`src/shared/serial_link_config_defines.svh`:
```
// Constants for the serial link configuration block
`ifndef SERIAL_LINK_CONFIG_DEFINES_SVH
`define SERIAL_LINK_CONFIG_DEFINES_SVH

// Selector values are the setting numbers used on the configuration port
`define SEL_NODE_ADDRESS   10'h0134
`define SEL_BIT_RATE       10'h0136
`define SEL_FRAME_FORMAT   10'h0137
`define SEL_PROTOCOL       10'h0138

`define RST_NODE_ADDRESS   16'h0001
`define RST_BIT_RATE       16'h0001
`define RST_FRAME_FORMAT   16'h0001
`define RST_PROTOCOL       16'h0001

`define MAX_NODE_ADDRESS   16'h00FF
`define MAX_BIT_RATE       16'h0002
`define MAX_FRAME_FORMAT   16'h0005
`define MAX_PROTOCOL       16'h000B
`define RSV_PROTOCOL_A     16'h0001
`define RSV_PROTOCOL_B     16'h0005

`define MODBUS_ADDR_MIN    8'h01
`define MODBUS_ADDR_MAX    8'hF7
`define BACNET_ADDR_MAX    8'hFE
`define N2_ADDR_MIN        8'h01

`endif

```
`src/shared/serial_link_config_pkg.sv`:
```
// Types shared by the serial link configuration block
package serial_link_config_pkg;

   typedef enum logic [2:0] {
      PROTO_OFF    = 3'b000,
      PROTO_KEYPAD = 3'b001,
      PROTO_MODBUS = 3'b010,
      PROTO_BACNET = 3'b011,
      PROTO_N2     = 3'b100
   } proto_t;

   typedef enum logic [1:0] {
      RATE_9600  = 2'b00,
      RATE_19200 = 2'b01,
      RATE_38400 = 2'b10
   } bit_rate_t;

   typedef struct packed {
      logic [9:0]  sel;
      logic [15:0] data;
   } cfg_write_t;

   typedef struct packed {
      proto_t     proto;
      bit_rate_t  bit_rate;
      logic       parity_en;
      logic       parity_odd;
      logic       two_stop;
   } port_cfg_t;

endpackage : serial_link_config_pkg

```
`src/verilog/serial_link_config.sv`:
```
// Serial port configuration settings with run-time write protection
`timescale 1ns/1ns
`include "serial_link_config_defines.svh"

// Functional notes
// Node address holds 0 to 255, resets to 1, names this node.
// Under Modbus RTU only addresses 1 to 247 count as valid.
// BACnet valid range 0 to 254; N2 valid range 1 to 255.
// Network configurer gives each node a unique address.
// Bit rate code 0/1/2 means 9600/19200/38400, reset value 1.
// All nodes share one bit rate and one frame format.
// Frame always 8 data bits; codes 0-5 pick parity and stop bits.
// BACnet or N2 active forces frame code 0.
// A keypad port ignores bit rate and frame settings.
// Protocol codes 0 to 11 map port functions; 1 and 5 reserved.
// Settings change only with the motor stopped; else refused.
// Protocol code 2 makes port 1 a Modbus RTU slave.
// Reserved or out-of-range writes are refused, old value kept.
module serial_link_config (
   input  wire logic                              clk,
   input  wire logic                              resetn,
   input  wire logic                              motor_running,
   input  wire logic                              wr_en,
   input  wire serial_link_config_pkg::cfg_write_t wr_req,
   input  wire logic [9:0]                        rd_sel,
   output logic [15:0]                            rd_data,
   output logic                                   wr_ack,
   output logic                                   wr_refused,
   output logic [7:0]                             node_address,
   output logic                                   address_valid,
   output serial_link_config_pkg::port_cfg_t      port1_cfg,
   output serial_link_config_pkg::port_cfg_t      port2_cfg
);
   import serial_link_config_pkg::*;

   logic [1:0]  rst_sync;
   logic        rst_n;

   logic [15:0] serial_node_address;
   logic [15:0] serial_bit_rate_select;
   logic [15:0] serial_frame_format;
   logic [15:0] serial_protocol_select;

   // Port function for one protocol code; port2 selects the second port
   function automatic proto_t proto_of(input logic [15:0] code,
                                       input logic        port2);
      proto_t p;
      p = PROTO_OFF;
      unique case (code[3:0])
         4'h0: p = port2 ? PROTO_OFF : PROTO_KEYPAD;
         4'h2: p = port2 ? PROTO_OFF : PROTO_MODBUS;
         4'h3: p = port2 ? PROTO_OFF : PROTO_BACNET;
         4'h4: p = port2 ? PROTO_OFF : PROTO_N2;
         4'h6: p = port2 ? PROTO_MODBUS : PROTO_KEYPAD;
         4'h7: p = port2 ? PROTO_MODBUS : PROTO_OFF;
         4'h8: p = port2 ? PROTO_BACNET : PROTO_KEYPAD;
         4'h9: p = port2 ? PROTO_BACNET : PROTO_OFF;
         4'hA: p = port2 ? PROTO_N2 : PROTO_KEYPAD;
         4'hB: p = port2 ? PROTO_N2 : PROTO_OFF;
         default: p = PROTO_OFF;
      endcase
      if (code > `MAX_PROTOCOL) begin
         p = PROTO_OFF;
      end
      return p;
   endfunction : proto_of

   // Line settings seen by one port
   function automatic port_cfg_t port_cfg_of(input proto_t     p,
                                             input logic [15:0] rate,
                                             input logic [15:0] frame);
      port_cfg_t c;
      logic [2:0] f;
      c.proto = p;
      // Keypad and idle ports carry no line settings
      if (p == PROTO_OFF || p == PROTO_KEYPAD) begin
         c.bit_rate = RATE_9600;
         f = 3'd0;
      end else begin
         c.bit_rate = bit_rate_t'(rate[1:0]);
         f = frame[2:0];
      end
      if (p == PROTO_BACNET || p == PROTO_N2) begin
         f = 3'd0;
      end
      // Codes 0-2 one stop bit, 3-5 two stop bits; 8 data bits always
      c.two_stop   = (f >= 3'd3);
      c.parity_en  = (f == 3'd1) || (f == 3'd2) || (f == 3'd4)
                     || (f == 3'd5);
      c.parity_odd = (f == 3'd2) || (f == 3'd5);
      return c;
   endfunction : port_cfg_of

   // Reset release through two flops
   always_ff @(posedge clk or negedge resetn) begin
      if (!resetn) begin
         rst_sync <= 2'b00;
      end else begin
         rst_sync <= {rst_sync[0], 1'b1};
      end
   end
   assign rst_n = rst_sync[1];

   // Write decode
   wire sel_addr  = (wr_req.sel == `SEL_NODE_ADDRESS);
   wire sel_rate  = (wr_req.sel == `SEL_BIT_RATE);
   wire sel_frame = (wr_req.sel == `SEL_FRAME_FORMAT);
   wire sel_proto = (wr_req.sel == `SEL_PROTOCOL);
   wire sel_any   = sel_addr | sel_rate | sel_frame | sel_proto;

   wire proto_code_ok = (wr_req.data <= `MAX_PROTOCOL)
                        && (wr_req.data != `RSV_PROTOCOL_A)
                        && (wr_req.data != `RSV_PROTOCOL_B);
   wire data_ok = (sel_addr  && wr_req.data <= `MAX_NODE_ADDRESS)
                | (sel_rate  && wr_req.data <= `MAX_BIT_RATE)
                | (sel_frame && wr_req.data <= `MAX_FRAME_FORMAT)
                | (sel_proto && proto_code_ok);

   // Running motor locks every setting
   wire wr_take  = wr_en && sel_any && data_ok && !motor_running;
   wire wr_block = wr_en && !wr_take;

   always_ff @(posedge clk or negedge rst_n) begin
      if (!rst_n) begin
         serial_node_address    <= `RST_NODE_ADDRESS;
         serial_bit_rate_select <= `RST_BIT_RATE;
         serial_frame_format    <= `RST_FRAME_FORMAT;
         serial_protocol_select <= `RST_PROTOCOL;
      end else if (wr_take) begin
         if (sel_addr) begin
            serial_node_address <= wr_req.data;
         end
         if (sel_rate) begin
            serial_bit_rate_select <= wr_req.data;
         end
         if (sel_frame) begin
            serial_frame_format <= wr_req.data;
         end
         if (sel_proto) begin
            serial_protocol_select <= wr_req.data;
         end
      end
   end

   // Effective configuration
   wire proto_t    p1 = proto_of(serial_protocol_select, 1'b0);
   wire proto_t    p2 = proto_of(serial_protocol_select, 1'b1);
   // Only one network runs at a time, so one range check suffices
   wire proto_t    net_p = (p2 != PROTO_OFF) ? p2 : p1;
   wire [7:0]      addr8 = serial_node_address[7:0];
   wire            next_address_valid =
      (net_p == PROTO_MODBUS) ? (addr8 >= `MODBUS_ADDR_MIN
                                 && addr8 <= `MODBUS_ADDR_MAX) :
      (net_p == PROTO_BACNET) ? (addr8 <= `BACNET_ADDR_MAX) :
      (net_p == PROTO_N2)     ? (addr8 >= `N2_ADDR_MIN) :
      1'b0;
   wire port_cfg_t next_port1 = port_cfg_of(p1, serial_bit_rate_select,
                                            serial_frame_format);
   wire port_cfg_t next_port2 = port_cfg_of(p2, serial_bit_rate_select,
                                            serial_frame_format);
   wire [15:0]     next_rd_data =
      (rd_sel == `SEL_NODE_ADDRESS) ? serial_node_address :
      (rd_sel == `SEL_BIT_RATE)     ? serial_bit_rate_select :
      (rd_sel == `SEL_FRAME_FORMAT) ? serial_frame_format :
      (rd_sel == `SEL_PROTOCOL)     ? serial_protocol_select :
      16'h0000;

   always_ff @(posedge clk or negedge rst_n) begin
      if (!rst_n) begin
         rd_data       <= 16'h0000;
         wr_ack        <= 1'b0;
         wr_refused    <= 1'b0;
         node_address  <= 8'h00;
         address_valid <= 1'b0;
         port1_cfg     <= '0;
         port2_cfg     <= '0;
      end else begin
         rd_data       <= next_rd_data;
         wr_ack        <= wr_take;
         wr_refused    <= wr_block;
         node_address  <= addr8;
         address_valid <= next_address_valid;
         port1_cfg     <= next_port1;
         port2_cfg     <= next_port2;
      end
   end

endmodule : serial_link_config
```
`config.mk`:
```
export PLATFORM = sky130hd
export DESIGN_NAME = serial_link_config
export DESIGN_NICKNAME = d
export VERILOG_FILES = /design/src/shared/serial_link_config_pkg.sv /design/src/verilog/serial_link_config.sv
export VERILOG_INCLUDE_DIRS = /design/src /design/src/shared
export SDC_FILE = /design/constraint.sdc
export NUM_CORES = 1
export LEC_CHECK = 0
export ABC_AREA = 0
export BUFFER_PORTS_ARGS = -buffer_cell sky130_fd_sc_hd__buf_2
export CORE_MARGIN = 2
export CORE_UTILIZATION = 50
export DETAILED_ROUTE_END_ITERATION = 10
export PLACE_DENSITY_LB_ADDON = 0.08
export SLEW_MARGIN = 20
export SYNTH_ARGS = -nofsm -noshare
export SYNTH_HDL_FRONTEND = slang
export SYNTH_SLANG_ARGS = --single-unit
```
`constraint.sdc`:
```
create_clock -name clk -period 4.3 [get_ports clk]
set_input_delay 0.43 -clock clk [delete_from_list [all_inputs] [get_ports clk]]
set_output_delay 0.43 -clock clk [all_outputs]
set_load 0.02 [all_outputs]
```
==> impl_metrics.csv, run 1 <==
group,metric,value,unit
outcome,status,"completed",
grt,grt_max_degree,69,
critical_path,cp.arrival,2930,ps
routing,avgRoutedWirePerCell,16.26,um
timing,maxSlewViolCount,0,
timing,rsz0062_at_grt,"no",
routing,finalWirelength,9.656,mm
timing,fmax,373.4,MHz
yosys,yosys_warnings,0,
die,die_w,98.81,um
critical_path,cp-start-kind,"input pin",
job,maxCapViolCount,0,
clock_network,cts_tree,"done",
timing,fin_crit_sh,62.29,%
yosys,yosys.area.top_type_share,58.46,%
die,dieArea,9763,um^2
yosys,synth-adder-area-share,0.5568,%
power,ir_worst_vdd,0.1688,mV
final_layout,area_delta_synth_final,16.29,%
die,core_area,8721,um^2
routing,top_layer_used,"met4",
yosys,synth.area.mux_share,4.733,%
yosys,ys_top_cells_by_area,"dfrtp_1 58%, nor2b_1 6.7%, mux2_2 4.5%",
yosys,async_flop_share,100.0,%
grt,overflow,0,
final_layout,layout.nets,523,
clock_network,clk_latency,360,ps
final_layout,diodes,0,
final_layout,fin_util,59.93,%
yosys,synthXorXnorAreaFrac,0.1949,%
clock_network,cts_max_level,3,
clock_network,cts_resized,0,
power,p_clk_share,36.6,%
clock_network,clockBufferDepth,2,
yosys,synth_top_family_by_area,"simple AND/OR/NAND/NOR gates",
routing,vias,3188,
routing,wl_met3,392,um
yosys,syn_area,4494,um^2
yosys,syn_area_per_cell,11.18,um^2
placed_design,dpl.hpwl,6.488,mm
critical_path,reg2regPathDepth,5,
power,switchingPower,396.0,uW
critical_path,cp-end-kind,"register",
die,row_count,34,
yosys,synth_simple_gate_area_share,21.94,%
critical_path,rr_endpoint,"port2_cfg[4]",
clock_network,cts_setup_buffers,0,
die,io_pins,83,
clock_network,clock-sinks,109,
final_layout,drive_above_1_share,29.22,%
placed_design,placed_cells,577,
die,die_y,98.81,um
grt,grt.total_usage,20.89,%
yosys,synth_edf_count,0,
yosys,yosysMostFrequentCell,"dfrtp_1",
power,pwr-share-comb,3.6,%
power,finalPower,1.735,mW
die,initial_core_util,51.54,%
routing,ant_nets,0,
min_path,hold_depth,2,
yosys,yosys_register_bits,109,
yosys,yosysUniqueCellTypes,51,
clock_network,numCtsBuffers,9,
routing,met2_length,4.573,mm
timing,fin_tns_setup,0,ps
placed_design,placed_cell_area,5007,um^2
power,powerDensity,332.0,nW/um^2
routing,wl_met1,4.500,mm
critical_path,reg2reg_slack,2610,ps
placed_design,place_ws,1215,ps
final_layout,fin_cells,594,
yosys,synthTopCellsByCount,"105 x dfrtp_1, 48 x nor2b_1, 37 x a21oi_1",
timing,hold_viol_final,0,
grt,antenna_found_initial,0,
min_path,worstHoldStart,"wr_req[6]",
final_layout,final_design_area_no_fill,5226,um^2
routing,drc,0,
min_path,hold-path-endpoint,"serial_node_address[6]",
critical_path,required,4550,ps
placed_design,port_buffers,82,
timing,fin_worst_skew,9.589,ps
yosys,syn-num-nets,444,
critical_path,r2r_start,"serial_protocol_select[7]",
min_path,hold_class,"in2reg",
power,p_leak,2.679,nW
yosys,synth-main-ff-cell,"dfrtp_1",
power,swShare,22.82,%
critical_path,path_max_fanout,16,
power,internal_power,1.339,mW
timing,setup_viol,0,
routing,drt_iter0_markers,122,
routing,detail_route.first_pass.iterations,4,
grt,grt_pass1_vias,3158,
yosys,yosysTopAreaCell,"dfrtp_1",
critical_path,worstSetupPathType,"in2reg",
timing,relSlewSlack,31.25,%
yosys,synth_compound_area_share,9.633,%
clock_network,root_buffer,"clkbuf_8",
routing,vias_per_cell,5.367,
placed_design,gp_congestion,0.8599,
grt,grt_pass1_wl,15.97,mm
timing,hold_slack,324.3,ps
timing,layout_setup_ws,1622,ps
yosys,netlist_instances,402,
timing,worst_pin_slew,1028,ps
timing,period_needed,2678,ps
power,p_seq_share,59.8,%
yosys,yosysSeqAreaShare,60.80,%
clock_network,clk_pin_slew,100,ps
## logic make-up (layout without fill, tap and decap cells)
kind of cell | Yosys count | in the layout
and+or+nand+nor | 168 | 168
DFF | 109 | 109
AOI/OAI and AO/OA | 79 | 79
buffers and inverters | 23 | 107
muxes | 19 | 19
adders and majority gates | 2 | 2
other | 1 | 1
xor gates and xnor gates | 1 | 1
## power by group through the flow
| stage | Combinational (mW) | Clock [mW] | Sequential (mW) |
|---|---|---|---|
| 2_1_floorplan | 0.0230 | 0 | 1.06 |
| 3_3_place_gp | 0.0615 | 0 | 1.06 |
| 3_5_place_dp | 0.0626 | 0 | 1.06 |
| 4_1_cts | 0.0635 | 0.652 | 1.04 |
| 5_1_grt | 0.0706 | 0.688 | 1.04 |
| 6_report | 0.0629 | 0.634 | 1.04 |
## what timing repair did
action | in CTS | in global routing
setup endpoints to repair | 0 | 0
endpoints found under the hold margin | 2 | 0
hold buffers | 1 | 0
## sequential cells by signal, summed over array words and instances (netlist names)
name,count
wr_refused,1
serial_protocol_select,16
serial_node_address,16
port1_cfg,8
address_valid,1
port2_cfg,8
node_address,8
serial_frame_format,16
serial_bit_rate_select,16
rst_sync,2
wr_ack,1
rd_data,16
## final cells by class
| cell class | count | area, um^2 |
|---|---|---|
| clock buffers | 10 | 137.6 |
| clock inverters | 6 | 71.32 |
| fillers | 730 | 3495 |
| inverters | 4 | 15.01 |
| multi-input cells | 270 | 1680 |
| flip-flops and latches | 109 | 2736 |
| well taps | 108 | 135.1 |
| repair buffers | 87 | 450.4 |
## routing by layer
| layer | vias up | track usage, % |
|---|---|---|
| li1 | 1536 | - |
| met1 | 1554 | 29.52 |
| met2 | 82 | 32.43 |
| met3 | 16 | 3.546 |
| met4 | 0 | 8.430 |
| met5 | - | 0 |
## worst max path at each step
stage	to	from	depth (start not counted)	slack, ps
floorplan	address_valid	rst_sync[1]	0	1050
global placement	serial_frame_format[2]	wr_req[16]	6	1270
detailed placement	serial_frame_format[2]	wr_req[17]	6	1220
CTS	serial_frame_format[2]	wr_req[17]	6	1600
global route	serial_frame_format[1]	wr_req[17]	6	1450
finish	serial_frame_format[1]	wr_req[17]	6	1620
## critical path: stages
cell and delay, ps:
buf_2 140, or4b_1 540, a221oi_1 300, a41oi_2 160, nor4_4 940, mux2_2 410
## placed cells by master, fill, tap and decap left out, types with 2 or more instances in the layout
cell,synthesis,layout
dfrtp_1,105,104
buf_2,2,82
nor2b_1,48,48
a21oi_1,37,37
nor2_1,32,32
o21ai_0,31,31
nand2_1,24,24
mux2_2,18,18
nand3_1,13,13
clkbuf_8,0,10
nor4_1,7,7
nand2b_1,5,5
and3_1,5,5
and2b_2,4,4
inv_1,4,4
nor3_1,4,4
clkinvlp_4,0,4
buf_4,0,4
dfstp_2,4,4
nor2b_2,3,3
or2_2,3,3
and2_1,2,2
nor4_4,2,2
nand4_1,2,2
nor3_4,1,2
and3b_1,2,2
a22oi_1,2,2
ha_1,2,2
No activity file was read; power rests on OpenSTA's default activity.
==> run 2: changes to the inputs <==
- clock period: 4.3 -> 2.3 ns (I/O delays scaled with it)
==> impl_metrics.csv, run 2 (synthesis results as in run 1) <==
group,metric,value,unit
critical_path,crit_buf_inv,2,
clock_network,clock-sinks,109,
critical_path,cp.arrival,2140,ps
timing,worst_pin_slew,578.5,ps
die,die_w,98.81,um
final_layout,layout_commonest_cell,"dfrtp_1",
grt,grt_max_degree,50,
final_layout,multi_input_area,1669,um^2
critical_path,crit_chain,"buf_2 -> or4b_1 -> a221oi_1 -> a41oi_2 -> buf_4 -> nor3_4 -> mux2_2",
routing,avgRoutedWirePerCell,16.03,um
routing,drc,0,
final_layout,area_delta_synth_final,17.96,%
power,p_leak,2.745,nW
timing,fin_worst_skew,15.81,ps
timing,maxSlewViolCount,0,
timing,fin_tns_setup,0,ps
placed_design,port_buffers,82,
timing,fin_crit_sh,82.06,%
grt,grt_pass1_wl,16.22,mm
final_layout,register_area,2736,um^2
clock_network,cts_setup_buffers,0,
critical_path,path_max_fanout,5,
final_layout,fin_util,60.79,%
routing,finalWirelength,9.729,mm
min_path,hold_class,"in2reg",
die,core_area,8721,um^2
timing,period_needed,1887,ps
die,row_count,34,
clock_network,cts_tree,"done",
grt,grt_pass1_vias,3130,
die,die_y,98.81,um
routing,drt_iter0_markers,145,
clock_network,root_buffer,"clkbuf_8",
routing,detail_route.first_pass.iterations,4,
placed_design,gp_congestion,0.8358,
clock_network,ctsHoldBuffers,1,
critical_path,cp_top_family,"simple AND/OR/NAND/NOR gates",
clock_network,numCtsBuffers,9,
routing,ant_nets,0,
critical_path,cp-end-kind,"register",
routing,top_layer_used,"met4",
die,dieArea,9763,um^2
final_layout,nFillCells,749,
clock_network,cts_max_level,3,
job,maxCapViolCount,0,
grt,grt.total_usage,21.26,%
critical_path,slowest_stage,"or4b_1",
routing,met2_length,4.491,mm
timing,setup_viol,0,
timing,fmax,529.8,MHz
die,io_pins,83,
final_layout,final_cell_mix,"104 x dfrtp_1, 82 x buf_2, 48 x nor2b_1",
grt,overflow,0,
power,ir_worst_vdd,0.4100,mV
critical_path,cp-start-kind,"input pin",
timing,relSlewSlack,61.43,%
routing,wl_met1,4.776,mm
clock_network,clk_pin_slew,100,ps
routing,vias,3215,
outcome,status,"completed",
critical_path,worstSetupPathType,"in2reg",
power,powerDensity,595.1,nW/um^2
clock_network,clockBufferDepth,2,
grt,antenna_found_initial,1,
placed_design,dpl.hpwl,6.895,mm
die,initial_core_util,51.54,%
critical_path,required,2560,ps
critical_path,cp_slowest_stage_delay,530,ps
clock_network,cts_resized,0,
timing,hold_viol_final,0,
final_layout,drive_above_1_share,30.72,%
final_layout,layout.nets,536,
timing,rsz0062_at_grt,"no",
routing,vias_per_cell,5.297,
routing,wl_met3,352,um
clock_network,clk_latency,370,ps
==> run 2: cell types whose count changed in the layout (fill, tap and decap cells not counted) <==
| cell | previous run | this run |
|---|---|---|
| buf_4 | 4 | 16 |
| clkinvlp_4 | 4 | 1 |
| clkinv_4 | 0 | 2 |
| buf_12 | 0 | 1 |
| bufinv_16 | 1 | 0 |
| diode_2 | 0 | 1 |
| inv_6 | 0 | 1 |
| nor3_2 | 0 | 1 |
| nor3_4 | 2 | 1 |
| nor3b_1 | 0 | 1 |
| nor3b_2 | 1 | 0 |
==> run 2: path summary, 6_finish.rpt <==
kind	cells past startpoint	endpoint	slack, ps	from
setup / recovery	7	serial_protocol_select[2]	410	wr_req[17]
hold / removal	2	serial_node_address[6]	130	wr_req[6]
setup reg to reg	7	port1_cfg[2]	620	serial_protocol_select[1]
hold reg to reg	0	serial_bit_rate_select[13]	250	rst_sync[1]
max in group asynchronous	1	serial_bit_rate_select[3]	1300	rst_sync[1]
min in group asynchronous	2	rst_sync[1]	170	resetn
==> run 2: power breakdown <==
group / internal (mW) / total, mW / leakage (nW) / switching, mW
registers: 1.92 / 1.93 / 1.50 / 0.0104
logic: 0.0520 / 0.137 / 1.16 / 0.0853
clock network: 0.434 / 1.09 / 0.0909 / 0.655
total: 2.40 / 3.15 / 2.74 / 0.751
==> run 2: layout make-up <==
| type | instances | share of cell area, % |
|---|---|---|
| flip-flops and latches | 109 | 51.62 |
| well taps | 108 | 2.549 |
| multi-input cells | 270 | 31.48 |
| inverters | 4 | 0.2832 |
| diodes | 1 | 0.04720 |
| clock buffers | 10 | 2.596 |
| repair buffers | 100 | 10.57 |
| clock inverters | 5 | 0.8497 |
==> run 2: per-layer routing <==
layer / vias up / track usage [%]
met5: - / 0
met4: 0 / 6.428
li1: 1566 / -
met2: 68 / 31.60
met3: 9 / 3.191
met1: 1572 / 32.60
==> run 2: metrics by stage <==
stage	area [um^2]	hold WS (ps)	power, mW	instances	worst slack (ps)
floorplan	4496	-65.59	2.028	402	212.8
global placement	5106	14.38	2.103	590	73.84
detailed placement	5106	15.81	2.106	590	31.60
CTS	5299	122.4	3.182	606	422.9
global route	5299	127.3	3.293	606	348.2
finish	5301	127.5	3.155	607	412.6
